[config.mk]
export PLATFORM = sky130hd
export DESIGN_NAME = isa_glue
export DESIGN_NICKNAME = d
export VERILOG_FILES = /design/src/hdl/isa_glue_pkg.sv /design/src/hdl/isa_glue.sv /design/src/hdl/sync_bits.sv
export VERILOG_INCLUDE_DIRS = /design/src /design/src/hdl
export SDC_FILE = /design/constraint.sdc
export NUM_CORES = 1
export LEC_CHECK = 0
export BUFFER_PORTS_ARGS = -buffer_cell sky130_fd_sc_hd__buf_2
export CORE_MARGIN = 5
export CORE_UTILIZATION = 43
export DETAILED_ROUTE_END_ITERATION = 6
export PLACE_DENSITY = 0.78
export SYNTH_ARGS = -nofsm -noshare
export SYNTH_HDL_FRONTEND = slang
export SYNTH_SLANG_ARGS = --single-unit
[constraint.sdc]
create_clock -name clk_sys -period 1.8 [get_ports clk_sys]
set_clock_uncertainty 0.15 [all_clocks]
set_input_delay 0.27 -clock clk_sys [delete_from_list [all_inputs] [get_ports clk_sys]]
set_output_delay 0.27 -clock clk_sys [all_outputs]
set_load 0.02 [all_outputs]
[src/hdl/isa_glue_defs.svh]
`ifndef ISA_GLUE_DEFS_SVH
`define ISA_GLUE_DEFS_SVH

// Clock rate in MHz and the command timings in ns.
`define CLK_MHZ 20
`define ISA_CMD_NS 375
`define ZWS_CMD_NS 100
`define CNT_W 4

// Fixed I/O decodes; only address bits 9:1 take part, as on the slot bus.
`define IO_DEC_MSB 9
`define IO_A20_ALT 16'h0092
`define A20_ALT_BIT 1
`define IO_KBD_DATA 16'h0060
`define IO_KBD_STAT 16'h0064
`define IO_RTC_ADDR 16'h0070
`define IO_RTC_DATA 16'h0071

// Memory ranges.
`define SMEM_LIMIT 24'h100000
`define ROM_LO_BASE 24'h0E0000
`define ROM_LO_TOP 24'h0FFFFF
`define ROM_HI_BASE 24'hFE0000

`endif

[src/hdl/isa_glue_pkg.sv]
package isa_glue_pkg;

  // Slot bus commands, active low as on the pins.
  typedef struct packed {
    logic ior_n;
    logic iow_n;
    logic memr_n;
    logic memw_n;
  } cmd_n_t;

  // Cycle request latched from the CPU local bus.
  typedef struct packed {
    logic [23:1] addr;
    logic [1:0] be_n;
    logic mio;
    logic wr;
    logic dc;
  } cpu_req_t;

  // Pins from the slot side that pass the synchroniser.
  typedef struct packed {
    logic master_n;
    logic gate;
    logic iochck_n;
    logic rst_req_n;
    logic iochrdy;
    logic iocs16_n;
    logic memcs16_n;
    logic zero_ws_n;
    logic a20;
    logic [1:0] be_n;
    cmd_n_t cmd;
    logic [23:1] addr;
  } pin_in_t;

  typedef enum logic [3:0] {
    ST_IDLE = 4'b0001,
    ST_LEAD = 4'b0010,
    ST_CMD = 4'b0100,
    ST_GAP = 4'b1000
  } cyc_state_t;

endpackage : isa_glue_pkg

[src/hdl/isa_glue.sv]
`timescale 1ns/1ps
`include "isa_glue_defs.svh"

// Summary of operation
// - Bus A20 pin is driven except while a slot master owns the bus.
// - Bus A20 is CPU A20 gated by the gate pin or port 92 bit 1; it is DMA A20 in hold cycles outside master mode.
// - CPU A20 mask output is low when gate pin and port 92 bit 1 are low.
// - Address buffer direction is high in master mode, low otherwise.
// - AEN is high in DMA cycles, one clock late, except while a slot master owns the bus.
// - BALE stays high in master, refresh and DMA cycles.
// - Byte enables mark high and low lanes; inputs in master mode, outputs otherwise.
// - Buffer enable is low during slot cycles, or always when the option is set.
// - Address lines are inputs in CPU and master cycles, outputs in other hold cycles.
// - I/O commands are driven for CPU and DMA cycles, sampled in master cycles.
// - Memory commands are active for every slot memory access below 16MB; inputs in master mode.
// - Low-memory commands only for memory accesses below 1MB.
// - Keyboard controller select on I/O accesses to 060h or 064h.
// - RTC address strobe on I/O writes to 070h.
// - RTC read strobe on reads of 071h, write strobe on writes to 071h.
// - ROM select is memory read qualified by the ROM range decode.
// - Slot data buffer directions are high for writes toward the slot bus.
// - NMI on local parity error, or on enabled channel check.
// - CPU reset output is high while the reset request input is low.
// - A master asserting its flag at acknowledge gets the bus, synchronised here.
module isa_glue
  import isa_glue_pkg::*;
(
  input wire logic clk_sys,
  input wire logic srst,
  input wire cpu_req_t cpu_req,
  input wire logic ads_n,
  input wire logic hlda,
  input wire logic locack_n,
  input wire logic local_mem_hit,
  input wire logic [15:0] cpu_data_in,
  input wire logic cpu_addr_bit20_in,
  input wire logic addr20_gate_in,
  input wire logic a20_i,
  output logic a20_o,
  output logic a20_oe,
  output logic addr20_mask_n,
  output logic addr_buf_dir_n,
  input wire logic dma_cycle,
  input wire logic refresh_active,
  input wire logic [23:1] dma_addr,
  input wire logic [1:0] dma_be_n,
  input wire cmd_n_t dma_cmd,
  input wire logic dack_active,
  input wire logic master_n,
  output logic aen,
  output logic bale,
  input wire logic [1:0] be_i,
  output logic [1:0] be_o,
  output logic be_oe,
  input wire logic [23:1] addr_i,
  output logic [23:1] addr_o,
  output logic addr_oe,
  input wire cmd_n_t cmd_i,
  output cmd_n_t cmd_o,
  output logic cmd_oe,
  output logic smemr_n,
  output logic smemw_n,
  input wire logic buf_always_en,
  output logic level_shift_buf_en_n,
  input wire logic iochrdy,
  input wire logic iocs16_n,
  input wire logic memcs16_n,
  input wire logic zero_ws_n,
  output logic kbd_ctrl_sel_n,
  output logic rtc_addr_strobe,
  output logic rtc_read_n,
  output logic rtc_write_n,
  output logic rom_sel_n,
  output logic slot_data_hi_dir,
  output logic slot_data_lo_dir,
  input wire logic parity_err,
  input wire logic iochck_n,
  input wire logic iochck_nmi_en,
  output logic nmi,
  input wire logic cpu_reset_req_n,
  output logic cpu_reset_out,
  output logic isa_done
);

  localparam logic [`CNT_W-1:0] CMD_CYC = `CNT_W'((`ISA_CMD_NS * `CLK_MHZ + 999) / 1000);
  localparam logic [`CNT_W-1:0] ZWS_CYC = `CNT_W'((`ZWS_CMD_NS * `CLK_MHZ + 999) / 1000);

  function automatic logic io_hit(input logic [23:1] a, input logic [1:0] be_n, input logic [15:0] p);
    logic lane;
    lane = p[0] ? !be_n[1] : !be_n[0];
    io_hit = (a[`IO_DEC_MSB:1] == p[`IO_DEC_MSB:1]) && lane;
  endfunction : io_hit

  function automatic logic rom_hit(input logic [23:1] a);
    logic [23:0] b;
    b = {a, 1'b0};
    rom_hit = (b >= `ROM_LO_BASE && b <= `ROM_LO_TOP) || (b >= `ROM_HI_BASE);
  endfunction : rom_hit

  pin_in_t pin_raw;
  pin_in_t pin_s;

  // Every slot-side pin crosses two flops before use; this is the glue
  // between the free-running slot master and the local clock.
  assign pin_raw = '{master_n: master_n, gate: addr20_gate_in, iochck_n: iochck_n,
                     rst_req_n: cpu_reset_req_n, iochrdy: iochrdy, iocs16_n: iocs16_n,
                     memcs16_n: memcs16_n, zero_ws_n: zero_ws_n, a20: a20_i,
                     be_n: be_i, cmd: cmd_i, addr: addr_i};

  sync_bits #(.W($bits(pin_in_t))) u_sync (
    .clk_sys(clk_sys),
    .srst(srst),
    .d(pin_raw),
    .q(pin_s)
  );

  cyc_state_t state_ff;
  cpu_req_t req_ff;
  logic [15:0] wdata_ff;
  logic [`CNT_W-1:0] cnt_ff;
  logic hi_phase_ff;
  logic cs16_ff;
  logic master_ff;
  logic alt_gate_ff;
  logic done_ff;
  logic cmd_end;
  logic need_split;

  // Master mode.
  always_ff @(posedge clk_sys) begin
    if (srst) begin
      master_ff <= 1'b0;
    end else if (!master_ff && dack_active && !pin_s.master_n) begin
      master_ff <= 1'b1;
    end else if (master_ff && !dack_active) begin
      master_ff <= 1'b0;
    end
  end

  // CPU cycle sequencer for slot accesses.
  assign cmd_end = (state_ff == ST_CMD) &&
                   (((cnt_ff >= CMD_CYC - `CNT_W'(1)) && pin_s.iochrdy) ||
                    ((cnt_ff >= ZWS_CYC - `CNT_W'(1)) && !pin_s.zero_ws_n));
  assign need_split = (req_ff.be_n == 2'b00) && !cs16_ff && !hi_phase_ff;

  always_ff @(posedge clk_sys) begin
    if (srst) begin
      state_ff <= ST_IDLE;
      hi_phase_ff <= 1'b0;
      done_ff <= 1'b0;
    end else begin
      done_ff <= 1'b0;
      case (state_ff)
        ST_IDLE: begin
          hi_phase_ff <= 1'b0;
          if (!ads_n && !hlda && locack_n && !local_mem_hit) begin
            state_ff <= ST_LEAD;
          end
        end
        ST_LEAD: begin
          state_ff <= ST_CMD;
        end
        ST_CMD: begin
          if (cmd_end && need_split) begin
            hi_phase_ff <= 1'b1;
            state_ff <= ST_GAP;
          end else if (cmd_end) begin
            done_ff <= 1'b1;
            state_ff <= ST_IDLE;
          end
        end
        ST_GAP: begin
          state_ff <= ST_LEAD;
        end
        default: begin
          state_ff <= ST_IDLE;
        end
      endcase
    end
  end

  always_ff @(posedge clk_sys) begin
    if (srst) begin
      req_ff <= '0;
      wdata_ff <= '0;
    end else if (state_ff == ST_IDLE && !ads_n) begin
      req_ff <= cpu_req;
      wdata_ff <= cpu_data_in;
    end
  end

  always_ff @(posedge clk_sys) begin
    if (srst) begin
      cnt_ff <= '0;
    end else if (state_ff == ST_CMD) begin
      cnt_ff <= cnt_ff + `CNT_W'(1);
    end else begin
      cnt_ff <= '0;
    end
  end

  // A word cycle that no slave claims as 16-bit is rerun on the high lane.
  always_ff @(posedge clk_sys) begin
    if (srst) begin
      cs16_ff <= 1'b0;
    end else if (state_ff == ST_LEAD && !hi_phase_ff) begin
      cs16_ff <= 1'b0;
    end else if (state_ff == ST_CMD) begin
      cs16_ff <= cs16_ff | (req_ff.mio ? !pin_s.memcs16_n : !pin_s.iocs16_n);
    end
  end

  // Alternate gate bit, written by a CPU I/O write to port 092h.
  always_ff @(posedge clk_sys) begin
    if (srst) begin
      alt_gate_ff <= 1'b0;
    end else if (state_ff == ST_LEAD && !hi_phase_ff && !req_ff.mio && req_ff.wr &&
                 io_hit(req_ff.addr, req_ff.be_n, `IO_A20_ALT)) begin
      alt_gate_ff <= wdata_ff[`A20_ALT_BIT];
    end
  end

  // Source selection for decodes: master pins, DMA, or the CPU cycle.
  logic cpu_a20;
  logic [1:0] cpu_be_n;
  logic [23:1] src_addr;
  logic [1:0] src_be_n;
  logic cpu_slot;
  cmd_n_t cpu_cmd;
  cmd_n_t src_cmd;

  assign cpu_a20 = cpu_addr_bit20_in & (pin_s.gate | alt_gate_ff);
  assign cpu_be_n = hi_phase_ff ? 2'b01 : req_ff.be_n;
  assign cpu_slot = (state_ff == ST_CMD);

  always_comb begin
    cpu_cmd = '{ior_n: 1'b1, iow_n: 1'b1, memr_n: 1'b1, memw_n: 1'b1};
    if (cpu_slot) begin
      cpu_cmd.ior_n = !(!req_ff.mio && !req_ff.wr);
      cpu_cmd.iow_n = !(!req_ff.mio && req_ff.wr);
      // A 24-bit address is always below 16MB, so every memory access qualifies.
      cpu_cmd.memr_n = !(req_ff.mio && !req_ff.wr);
      cpu_cmd.memw_n = !(req_ff.mio && req_ff.wr);
    end
  end

  always_comb begin
    if (master_ff) begin
      src_addr = pin_s.addr;
      src_addr[20] = pin_s.a20;
      src_be_n = pin_s.be_n;
      src_cmd = pin_s.cmd;
    end else if (dma_cycle) begin
      src_addr = dma_addr;
      src_be_n = dma_be_n;
      src_cmd = dma_cmd;
    end else begin
      src_addr = req_ff.addr;
      src_addr[20] = cpu_a20;
      src_be_n = cpu_be_n;
      src_cmd = cpu_cmd;
    end
  end

  // Pin directions and the address path.
  always_ff @(posedge clk_sys) begin
    if (srst) begin
      a20_o <= 1'b0;
      a20_oe <= 1'b0;
      addr20_mask_n <= 1'b0;
      addr_buf_dir_n <= 1'b0;
      addr_o <= '0;
      addr_oe <= 1'b0;
      be_o <= 2'b11;
      be_oe <= 1'b0;
    end else begin
      a20_oe <= !master_ff;
      a20_o <= (hlda && !master_ff) ? dma_addr[20] : cpu_a20;
      addr20_mask_n <= pin_s.gate | alt_gate_ff;
      addr_buf_dir_n <= master_ff;
      addr_oe <= hlda && !master_ff;
      addr_o <= {dma_addr[23:21], 1'b0, dma_addr[19:1]};
      be_oe <= !master_ff;
      be_o <= dma_cycle ? dma_be_n : cpu_be_n;
    end
  end

  // Slot commands and control strobes.
  always_ff @(posedge clk_sys) begin
    if (srst) begin
      cmd_o <= '{ior_n: 1'b1, iow_n: 1'b1, memr_n: 1'b1, memw_n: 1'b1};
      cmd_oe <= 1'b0;
      aen <= 1'b0;
      bale <= 1'b0;
      level_shift_buf_en_n <= 1'b1;
      smemr_n <= 1'b1;
      smemw_n <= 1'b1;
    end else begin
      cmd_oe <= !master_ff;
      cmd_o <= dma_cycle ? dma_cmd : cpu_cmd;
      aen <= dma_cycle && !master_ff;
      bale <= master_ff || refresh_active || dma_cycle || (state_ff == ST_LEAD);
      level_shift_buf_en_n <= !(buf_always_en || (state_ff != ST_IDLE) || master_ff ||
                                dma_cycle || refresh_active);
      smemr_n <= !(!src_cmd.memr_n && ({src_addr, 1'b0} < `SMEM_LIMIT));
      smemw_n <= !(!src_cmd.memw_n && ({src_addr, 1'b0} < `SMEM_LIMIT));
    end
  end

  // Fixed peripheral decodes.
  logic io_rd;
  logic io_wr;
  logic io_any;

  assign io_rd = !src_cmd.ior_n;
  assign io_wr = !src_cmd.iow_n;
  assign io_any = io_rd || io_wr;

  always_ff @(posedge clk_sys) begin
    if (srst) begin
      kbd_ctrl_sel_n <= 1'b1;
      rtc_addr_strobe <= 1'b0;
      rtc_read_n <= 1'b1;
      rtc_write_n <= 1'b1;
      rom_sel_n <= 1'b1;
    end else begin
      kbd_ctrl_sel_n <= !(io_any && (io_hit(src_addr, src_be_n, `IO_KBD_DATA) ||
                                     io_hit(src_addr, src_be_n, `IO_KBD_STAT)));
      rtc_addr_strobe <= io_wr && io_hit(src_addr, src_be_n, `IO_RTC_ADDR);
      rtc_read_n <= !(io_rd && io_hit(src_addr, src_be_n, `IO_RTC_DATA));
      rtc_write_n <= !(io_wr && io_hit(src_addr, src_be_n, `IO_RTC_DATA));
      rom_sel_n <= !(!src_cmd.memr_n && rom_hit(src_addr));
    end
  end

  // Data buffer direction, NMI and CPU reset.
  always_ff @(posedge clk_sys) begin
    if (srst) begin
      slot_data_hi_dir <= 1'b0;
      slot_data_lo_dir <= 1'b0;
    end else begin
      slot_data_hi_dir <= (state_ff != ST_IDLE) && req_ff.wr && !cpu_be_n[1];
      slot_data_lo_dir <= (state_ff != ST_IDLE) && req_ff.wr && !cpu_be_n[0];
    end
  end

  always_ff @(posedge clk_sys) begin
    if (srst) begin
      nmi <= 1'b0;
    end else begin
      nmi <= parity_err || (iochck_nmi_en && !pin_s.iochck_n);
    end
  end

  // The CPU is held in reset while the system reset itself is active.
  always_ff @(posedge clk_sys) begin
    if (srst) begin
      cpu_reset_out <= 1'b1;
    end else begin
      cpu_reset_out <= !pin_s.rst_req_n;
    end
  end

  assign isa_done = done_ff;

endmodule : isa_glue

[src/hdl/sync_bits.sv]
`timescale 1ns/1ps

// Two-stage synchroniser for a bundle of asynchronous levels.
module sync_bits #(
  parameter int W = 1
) (
  input wire logic clk_sys,
  input wire logic srst,
  input wire logic [W-1:0] d,
  output logic [W-1:0] q
);

  logic [W-1:0] meta_ff;
  logic [W-1:0] q_ff;

  always_ff @(posedge clk_sys) begin
    if (srst) begin
      meta_ff <= '0;
      q_ff <= '0;
    end else begin
      meta_ff <= d;
      q_ff <= meta_ff;
    end
  end

  assign q = q_ff;

endmodule : sync_bits

==> PnR_summary.wiki, run 1 <==
{| class="wikitable"
! Metric !! Value
|-
| Die W || 114 um
|-
| Distinct cell type count of the synthesized netlist || 48
|-
| Area of combinational cells with multiple inputs || 1740 sq um
|-
| Post-Layout Cell Count || 868
|-
| Slew at the pin closest to its max-slew limit || 0.613 ns
|-
| # port buffers || 141
|-
| Number of vias per cell after detailed routing || 4.68
|-
| Clock-pin slew on the worst setup and hold paths || 0.06 ns
|-
| Placed Area || 5640 sq um
|-
| Final Setup Violations || 1
|-
| Peak VDD IR || 0.000581 V
|-
| Count of warnings emitted by yosys || 0
|-
| EDFF count, synth || 0
|-
| Seq cells post-synth || 140
|-
| Startpoint of the most critical setup path || dma_addr[21]
|-
| Setup WS post-layout || -0.0580 ns
|-
| Utilization of the core after routing || 66.9%
|-
| Final Routed Wirelength || 12500 um
|-
| Setup repair after global routing missed its margin || true
|-
| Worst Hold Launch || srst
|-
| Most common flop cell mapped by yosys || dfxtp_1
|-
| Power density cells || 1080 nW/um^2
|-
| Post-route antenna net violation count || 0
|-
| Slew Limit Fails || 0
|-
| Initial cell density of the core || 43.6%
|-
| Static Leak || 3.12 nW
|-
| Endpoint arrival time on the critical path || 2.10 ns
|-
| Avg Synthesized Cell Area || 9.97 sq um
|-
| Number of H-tree branching levels || 4
|-
| Number of antenna violations at the first check in global routing || 0
|-
| Type of the worst min-delay path || primary input to flip-flop
|-
| Highest attainable clock frequency || 538 MHz
|-
| Final #Nets || 842
|-
| Routability congestion estimate from global placement || 0.827
|-
| Fin area || 7190 sq um
|-
| Wire length of the first global-routing pass || 19700 um
|-
| Clock tree from TritonCTS || done
|-
| Filler Cell Count || 771
|-
| Min Tclk post-route || 1.86 ns
|-
| Crit Path Class || primary input to flip-flop
|-
| TritonCTS Buffers || 17
|-
| Placed cell count || 746
|-
| Residual overflow from global routing || 0
|-
| Sequential cell area fraction in the yosys report || 59.8%
|-
| Die height || 114 um
|-
| Clk Latency, worst-skew pair || 0.52 ns
|-
| Proportion of synthesized flip-flops having asynchronous set or reset || 0%
|-
| Number of hold violations in the final report || 0
|-
| Syn Nets || 597
|-
| Reg2Reg Launch Point || master_ff
|-
| Post-placement worst setup slack || -0.178 ns
|-
| Area used by sequential logic in the layout || 2810 sq um
|-
| Crit share post-route || 103%
|-
| Crit. End Element || flip-flop
|-
| Clk root buf || clkbuf_8
|-
| Area grow syn2layout || 53.3%
|-
| Number of DRC markers in iteration 0 || 264
|-
| Standard cell core area || 10700 sq um
|-
| Layout cells sized above 1 || 30.4%
|-
| Violations in the final reports || setup timing
|-
| Number of inserted diodes || 0
|-
| Sink count of the clock tree || 140
|-
| Run status || complete, but fails checks
|-
| Total DRC errors in the routed layout || 0
|-
| Instance count of the mapped netlist || 470
|-
| Number of maximum-capacitance constraint violations || 0
|-
| Pin count of the biggest net entering global routing || 61
|-
| Total standard cell area after synthesis || 4690 sq um
|-
| Maximum clock path buffer count || 2
|-
| Area enclosed by the die boundary || 13100 sq um
|-
| Total half-perimeter wirelength after legalization and detailed placement || 8110 um
|-
| All-layer global routing usage || 19.5%
|-
| Count of boundary I/O pins || 175
|-
| Crit path max fanout || 2
|-
| Required time of the worst setup path || 2.04 ns
|-
| Average wire per cell in the routed design || 14.4 um
|-
| Pre-Repair DR Iteration Count || 5
|-
| Routed via count || 4060
|-
| Site Rows || 38
|-
| Worst rel slew slack || 58.8%
|-
| Startpoint Class || primary input
|-
| Vias in the first global route || 4167
|-
| Overall Power || 7.77 mW
|}
==> stage by stage <==
| stage | TNS [ns] | hold WS, ns |
|---|---|---|
| global route | -0.137 | 0.0430 |
| detailed placement | -0.497 | 0.220 |
| finish | -0.0580 | 0.0420 |
| global placement | -0.373 | 0.210 |
| floorplan | 0 | 0.198 |
| CTS | 0 | 0.00330 |
==> worst paths after layout <==
| kind | slack (ns) | endpoint | cells past startpoint |
|---|---|---|---|
| setup / recovery | -0.06 | rom_sel_n | 7 |
| setup reg to reg | -0.02 | rom_sel_n | 4 |
| hold / removal | 0.04 | addr_o[18] | 2 |
| hold reg to reg | 0.23 | cpu_reset_out | 1 |
==> layer usage <==
layer	part of all wire [%]	GRT usage (%)	up-vias	wire, um
met5	0	0	-	0
met4	1.4	7.68	0	173
met3	6.7	5.76	18	841
met2	53	34.9	130	6590
met1	39	21.5	1884	4910
li1	-	-	2028	-
==> layout by cell type, fill, tap and decap left out, types with 5 or more instances in the layout <==
cell	n
mux2i_1	7
nand2b_1	7
a21oi_1	34
nand2_1	45
buf_4	29
dlygate4sd3_1	87
buf_2	138
dfxtp_2	6
clkinvlp_4	5
clkbuf_16	16
nand3_1	10
nor2_1	25
nor3_1	9
dfxtp_1	134
inv_1	10
nor2b_1	84
==> critical path: stages <==
cell	delay, ns
dlygate4sd3_1	0.52
buf_2	0.14
mux2i_2	0.08
nor2_1	0.09
a21oi_1	0.06
or4_1	0.53
a2111o_1	0.41
==> cells in the mapped netlist, types with 3 or more instances <==
master	instances	area share, %
nor2b_1	84	11
mux2i_1	8	1.7
o21ai_0	7	0.75
clkbuf_1	22	1.8
o21bai_1	4	0.64
nor4_1	5	0.67
inv_1	10	0.80
o31ai_1	4	0.64
nor3_1	9	0.96
nand4_1	3	0.40
ha_1	3	0.80
buf_4	5	0.80
nand2b_1	7	0.93
or2_2	3	0.40
a21oi_1	34	3.6
nor2_1	25	2.0
a31oi_1	3	0.40
and2_1	3	0.40
dfxtp_1	140	60
nor4b_1	4	0.75
nand3_1	10	1.1
nand2_1	45	3.6
a21o_1	3	0.48
==> cell type report <==
| class | instances | area share [%] |
|---|---|---|
| clock buffers | 19 | 6.14 |
| clock inverters | 13 | 2.28 |
| inverters | 10 | 0.522 |
| multi-input cells | 289 | 24.2 |
| flip-flops and latches | 140 | 39.1 |
| well taps | 140 | 2.44 |
| repair buffers | 257 | 25.4 |
==> repair_timing <==
action | CTS | global route
pin swaps | 2 | 7
endpoints found under the setup margin | 2 | 7
resized for setup | 5 | 13
buffers inserted | 3 | 1
hold buffers | 88 | 0
hold endpoints to repair | 83 | 0
==> report_power, final <==
part	leakage (nW)	internal, mW	total [mW]	switching, mW
Clock	0.283	2.19	3.47	1.29
Sequential	1.16	3.28	3.37	0.0941
Combinational	1.68	0.472	0.925	0.453
Total	3.12	5.93	7.77	1.83
==> flip-flops by register name, summed over array words and instances (netlist names), 2 cells and up <==
name / count
req_ff: 19
be_o: 2
cnt_ff: 4
cmd_o: 4
addr_o: 22
state_ff: 4
u_sync.q: 30
u_sync.meta_ff: 30
==> cells by family after synthesis <==
group / share of synthesized area [%]
and+or+nand+nor: 25.4
AOI/OAI and AO/OA: 7.61
DFF: 59.8
adders and majority gates: 0.801
buffers and inverters: 3.87
other: 0.0800
xor gates and xnor gates: 0.561
muxes: 1.95
Power figures use the tool's default switching activity.
==> run 2: changes to the inputs <==
--- a/config.mk
+++ b/config.mk
@@ -11,6 +11,7 @@
 export CORE_UTILIZATION = 43
 export DETAILED_ROUTE_END_ITERATION = 6
 export PLACE_DENSITY = 0.78
+export SKIP_LAST_GASP = 1
 export SYNTH_ARGS = -nofsm -noshare
 export SYNTH_HDL_FRONTEND = slang
 export SYNTH_SLANG_ARGS = --single-unit
==> PnR_summary.wiki, run 2 (synthesis gave the netlist of run 1 again) <==
{| class="wikitable"
! Metric !! Value
|-
| Number of H-tree branching levels || 4 (unchanged)
|-
| Crit path max fanout || 2 (unchanged)
|-
| Number of antenna violations at the first check in global routing || 0 (unchanged)
|-
| Overall Power || 7.77 mW (about the same)
|-
| Average wire per cell in the routed design || 14.4 um (about the same)
|-
| Clk root buf || clkbuf_8 (unchanged)
|-
| Final #Nets || 842 (unchanged)
|-
| Violations in the final reports || setup timing (unchanged)
|-
| Clk Latency, worst-skew pair || 0.52 ns (about the same)
|-
| Standard cell core area || 10700 sq um (unchanged)
|-
| Residual overflow from global routing || 0 (unchanged)
|-
| Peak VDD IR || 0.000581 V (about the same)
|-
| Type of the worst min-delay path || primary input to flip-flop (unchanged)
|-
| Min Tclk post-route || 1.86 ns (about the same)
|-
| Final Setup Violations || 1 (unchanged)
|-
| Power density cells || 1080 nW/um^2 (about the same)
|-
| Pin count of the biggest net entering global routing || 61 (unchanged)
|-
| Metal-1 WL || 4860 um (was 4910 um)
|-
| Utilization of the core after routing || 66.9% (about the same)
|-
| Clock tree from TritonCTS || done (unchanged)
|-
| All-layer global routing usage || 19.5% (unchanged)
|-
| Startpoint Class || primary input (unchanged)
|-
| Pre-Repair DR Iteration Count || 5 (unchanged)
|-
| Area enclosed by the die boundary || 13100 sq um (unchanged)
|-
| Total DRC errors in the routed layout || 0 (unchanged)
|-
| Die height || 114 um (unchanged)
|-
| Sink count of the clock tree || 140 (unchanged)
|-
| Routability congestion estimate from global placement || 0.827 (unchanged)
|-
| Number of inserted diodes || 0 (unchanged)
|-
| Number of hold violations in the final report || 0 (unchanged)
|-
| Filler Cell Count || 771 (unchanged)
|-
| Wire length of the first global-routing pass || 19700 um (unchanged)
|-
| Most frequent standard cell in the layout excluding fill and tap cells || buf_2 (unchanged)
|-
| Vias in the first global route || 4167 (unchanged)
|-
| Setup repair after global routing missed its margin || true (unchanged)
|-
| Post-route antenna net violation count || 0 (unchanged)
|-
| Highest routed layer || met4 (unchanged)
|-
| Number of maximum-capacitance constraint violations || 0 (unchanged)
|-
| Final Routed Wirelength || 12500 um (about the same)
|-
| Required time of the worst setup path || 2.05 ns (was 2.04 ns)
|-
| TritonCTS Buffers || 17 (unchanged)
|-
| WL met2 || 6580 um (was 6590 um)
|-
| Endpoint arrival time on the critical path || 2.11 ns (was 2.10 ns)
|-
| Total half-perimeter wirelength after legalization and detailed placement || 8110 um (unchanged)
|-
| Post-placement worst setup slack || -0.178 ns (unchanged)
|-
| Maximum clock path buffer count || 2 (unchanged)
|-
| # port buffers || 141 (unchanged)
|-
| Initial cell density of the core || 43.6% (unchanged)
|-
| Count of boundary I/O pins || 175 (unchanged)
|-
| Site Rows || 38 (unchanged)
|-
| Crit. End Element || flip-flop (unchanged)
|-
| Setup WS post-layout || -0.0611 ns (was -0.0580 ns)
|-
| Commonest non-fill, non-tap cells in the layout || 138 x buf_2, 134 x dfxtp_1, 87 x dlygate4sd3_1 (unchanged)
|-
| Static Leak || 3.12 nW (about the same)
|-
| Slew Limit Fails || 0 (unchanged)
|-
| Die W || 114 um (unchanged)
|-
| Area of combinational cells with multiple inputs || 1740 sq um (unchanged)
|-
| Crit Path Class || primary input to flip-flop (unchanged)
|-
| Crit share post-route || 103% (about the same)
|-
| Layout cells sized above 1 || 30.4% (unchanged)
|-
| Number of DRC markers in iteration 0 || 248 (was 264)
|-
| Clock-pin slew on the worst setup and hold paths || 0.06 ns (about the same)
|-
| Area used by sequential logic in the layout || 2810 sq um (unchanged)
|-
| Number of vias per cell after detailed routing || 4.70 (was 4.68)
|-
| Worst rel slew slack || 58.2% (was 58.8%)
|-
| Met3 wirelength from detailed routing || 860 um (was 841 um)
|-
| Run status || complete, but fails checks (unchanged)
|-
| Area grow syn2layout || 53.2% (was 53.3%)
|-
| Slew at the pin closest to its max-slew limit || 0.622 ns (was 0.613 ns)
|-
| Routed via count || 4079 (was 4060)
|-
| Highest attainable clock frequency || 537 MHz (was 538 MHz)
|}
==> run 2: area by class of cell <==
type	instances	share of cell area, %
Timing Repair Buffer	257	25.3
Multi-Input combinational cell	289	24.2
Sequential cell	140	39.1
Inverter	10	0.522
Tap cell	140	2.44
Clock buffer	19	6.15
Clock inverter	13	2.28
==> run 2: path summary, 6_finish.rpt <==
path                start             to  slack, ns  depth (start not counted)
max          dma_addr[21]      rom_sel_n      -0.06                          7
min                  srst     addr_o[18]       0.04                          2
max reg2reg     master_ff      rom_sel_n      -0.03                          4
min reg2reg  u_sync.q[34]  cpu_reset_out       0.23                          1
==> run 2: worst max-delay path, cell delays in order <==
cell and delay, ns:
dlygate4sd3_1 0.52, buf_2 0.14, mux2i_2 0.08, nor2_1 0.10, a21oi_1 0.06, or4_1 0.53, a2111o_1 0.41
==> run 2: routing by layer <==
metal | up-vias | track usage [%]
met5 | - | 0
met4 | 0 | 7.68
met3 | 18 | 5.76
met2 | 160 | 34.9
met1 | 1873 | 21.5
li1 | 2028 | -
==> run 2: power breakdown <==
| part | internal, mW | leakage [nW] | switching [mW] | total (mW) |
|---|---|---|---|---|
| Sequential | 3.28 | 1.16 | 0.0936 | 3.37 |
| Combinational | 0.470 | 1.68 | 0.454 | 0.924 |
| Clock | 2.19 | 0.283 | 1.29 | 3.47 |
==> run 2: repair_timing <==
item / CTS / global route
setup buffers: 3 / 1
pin swaps: 2 / 7
resized for setup: 5 / 12
hold endpoints to repair: 83 / 0
hold buffers: 88 / 0
gates cloned: 0 / 0
setup endpoints to repair: 2 / 7
==> run 2: per-stage QoR <==
step                      TNS [ns]  cell area (sq um)  cells  hold WS (ns)
after floorplan                  0               4690    470         0.198
after global placement      -0.373               5640    746         0.210
after detailed placement    -0.497               5640    746         0.220
after global routing        -0.104               7180    868        0.0430
final                      -0.0611               7180    868        0.0387
after CTS                        0               7150    869       0.00330
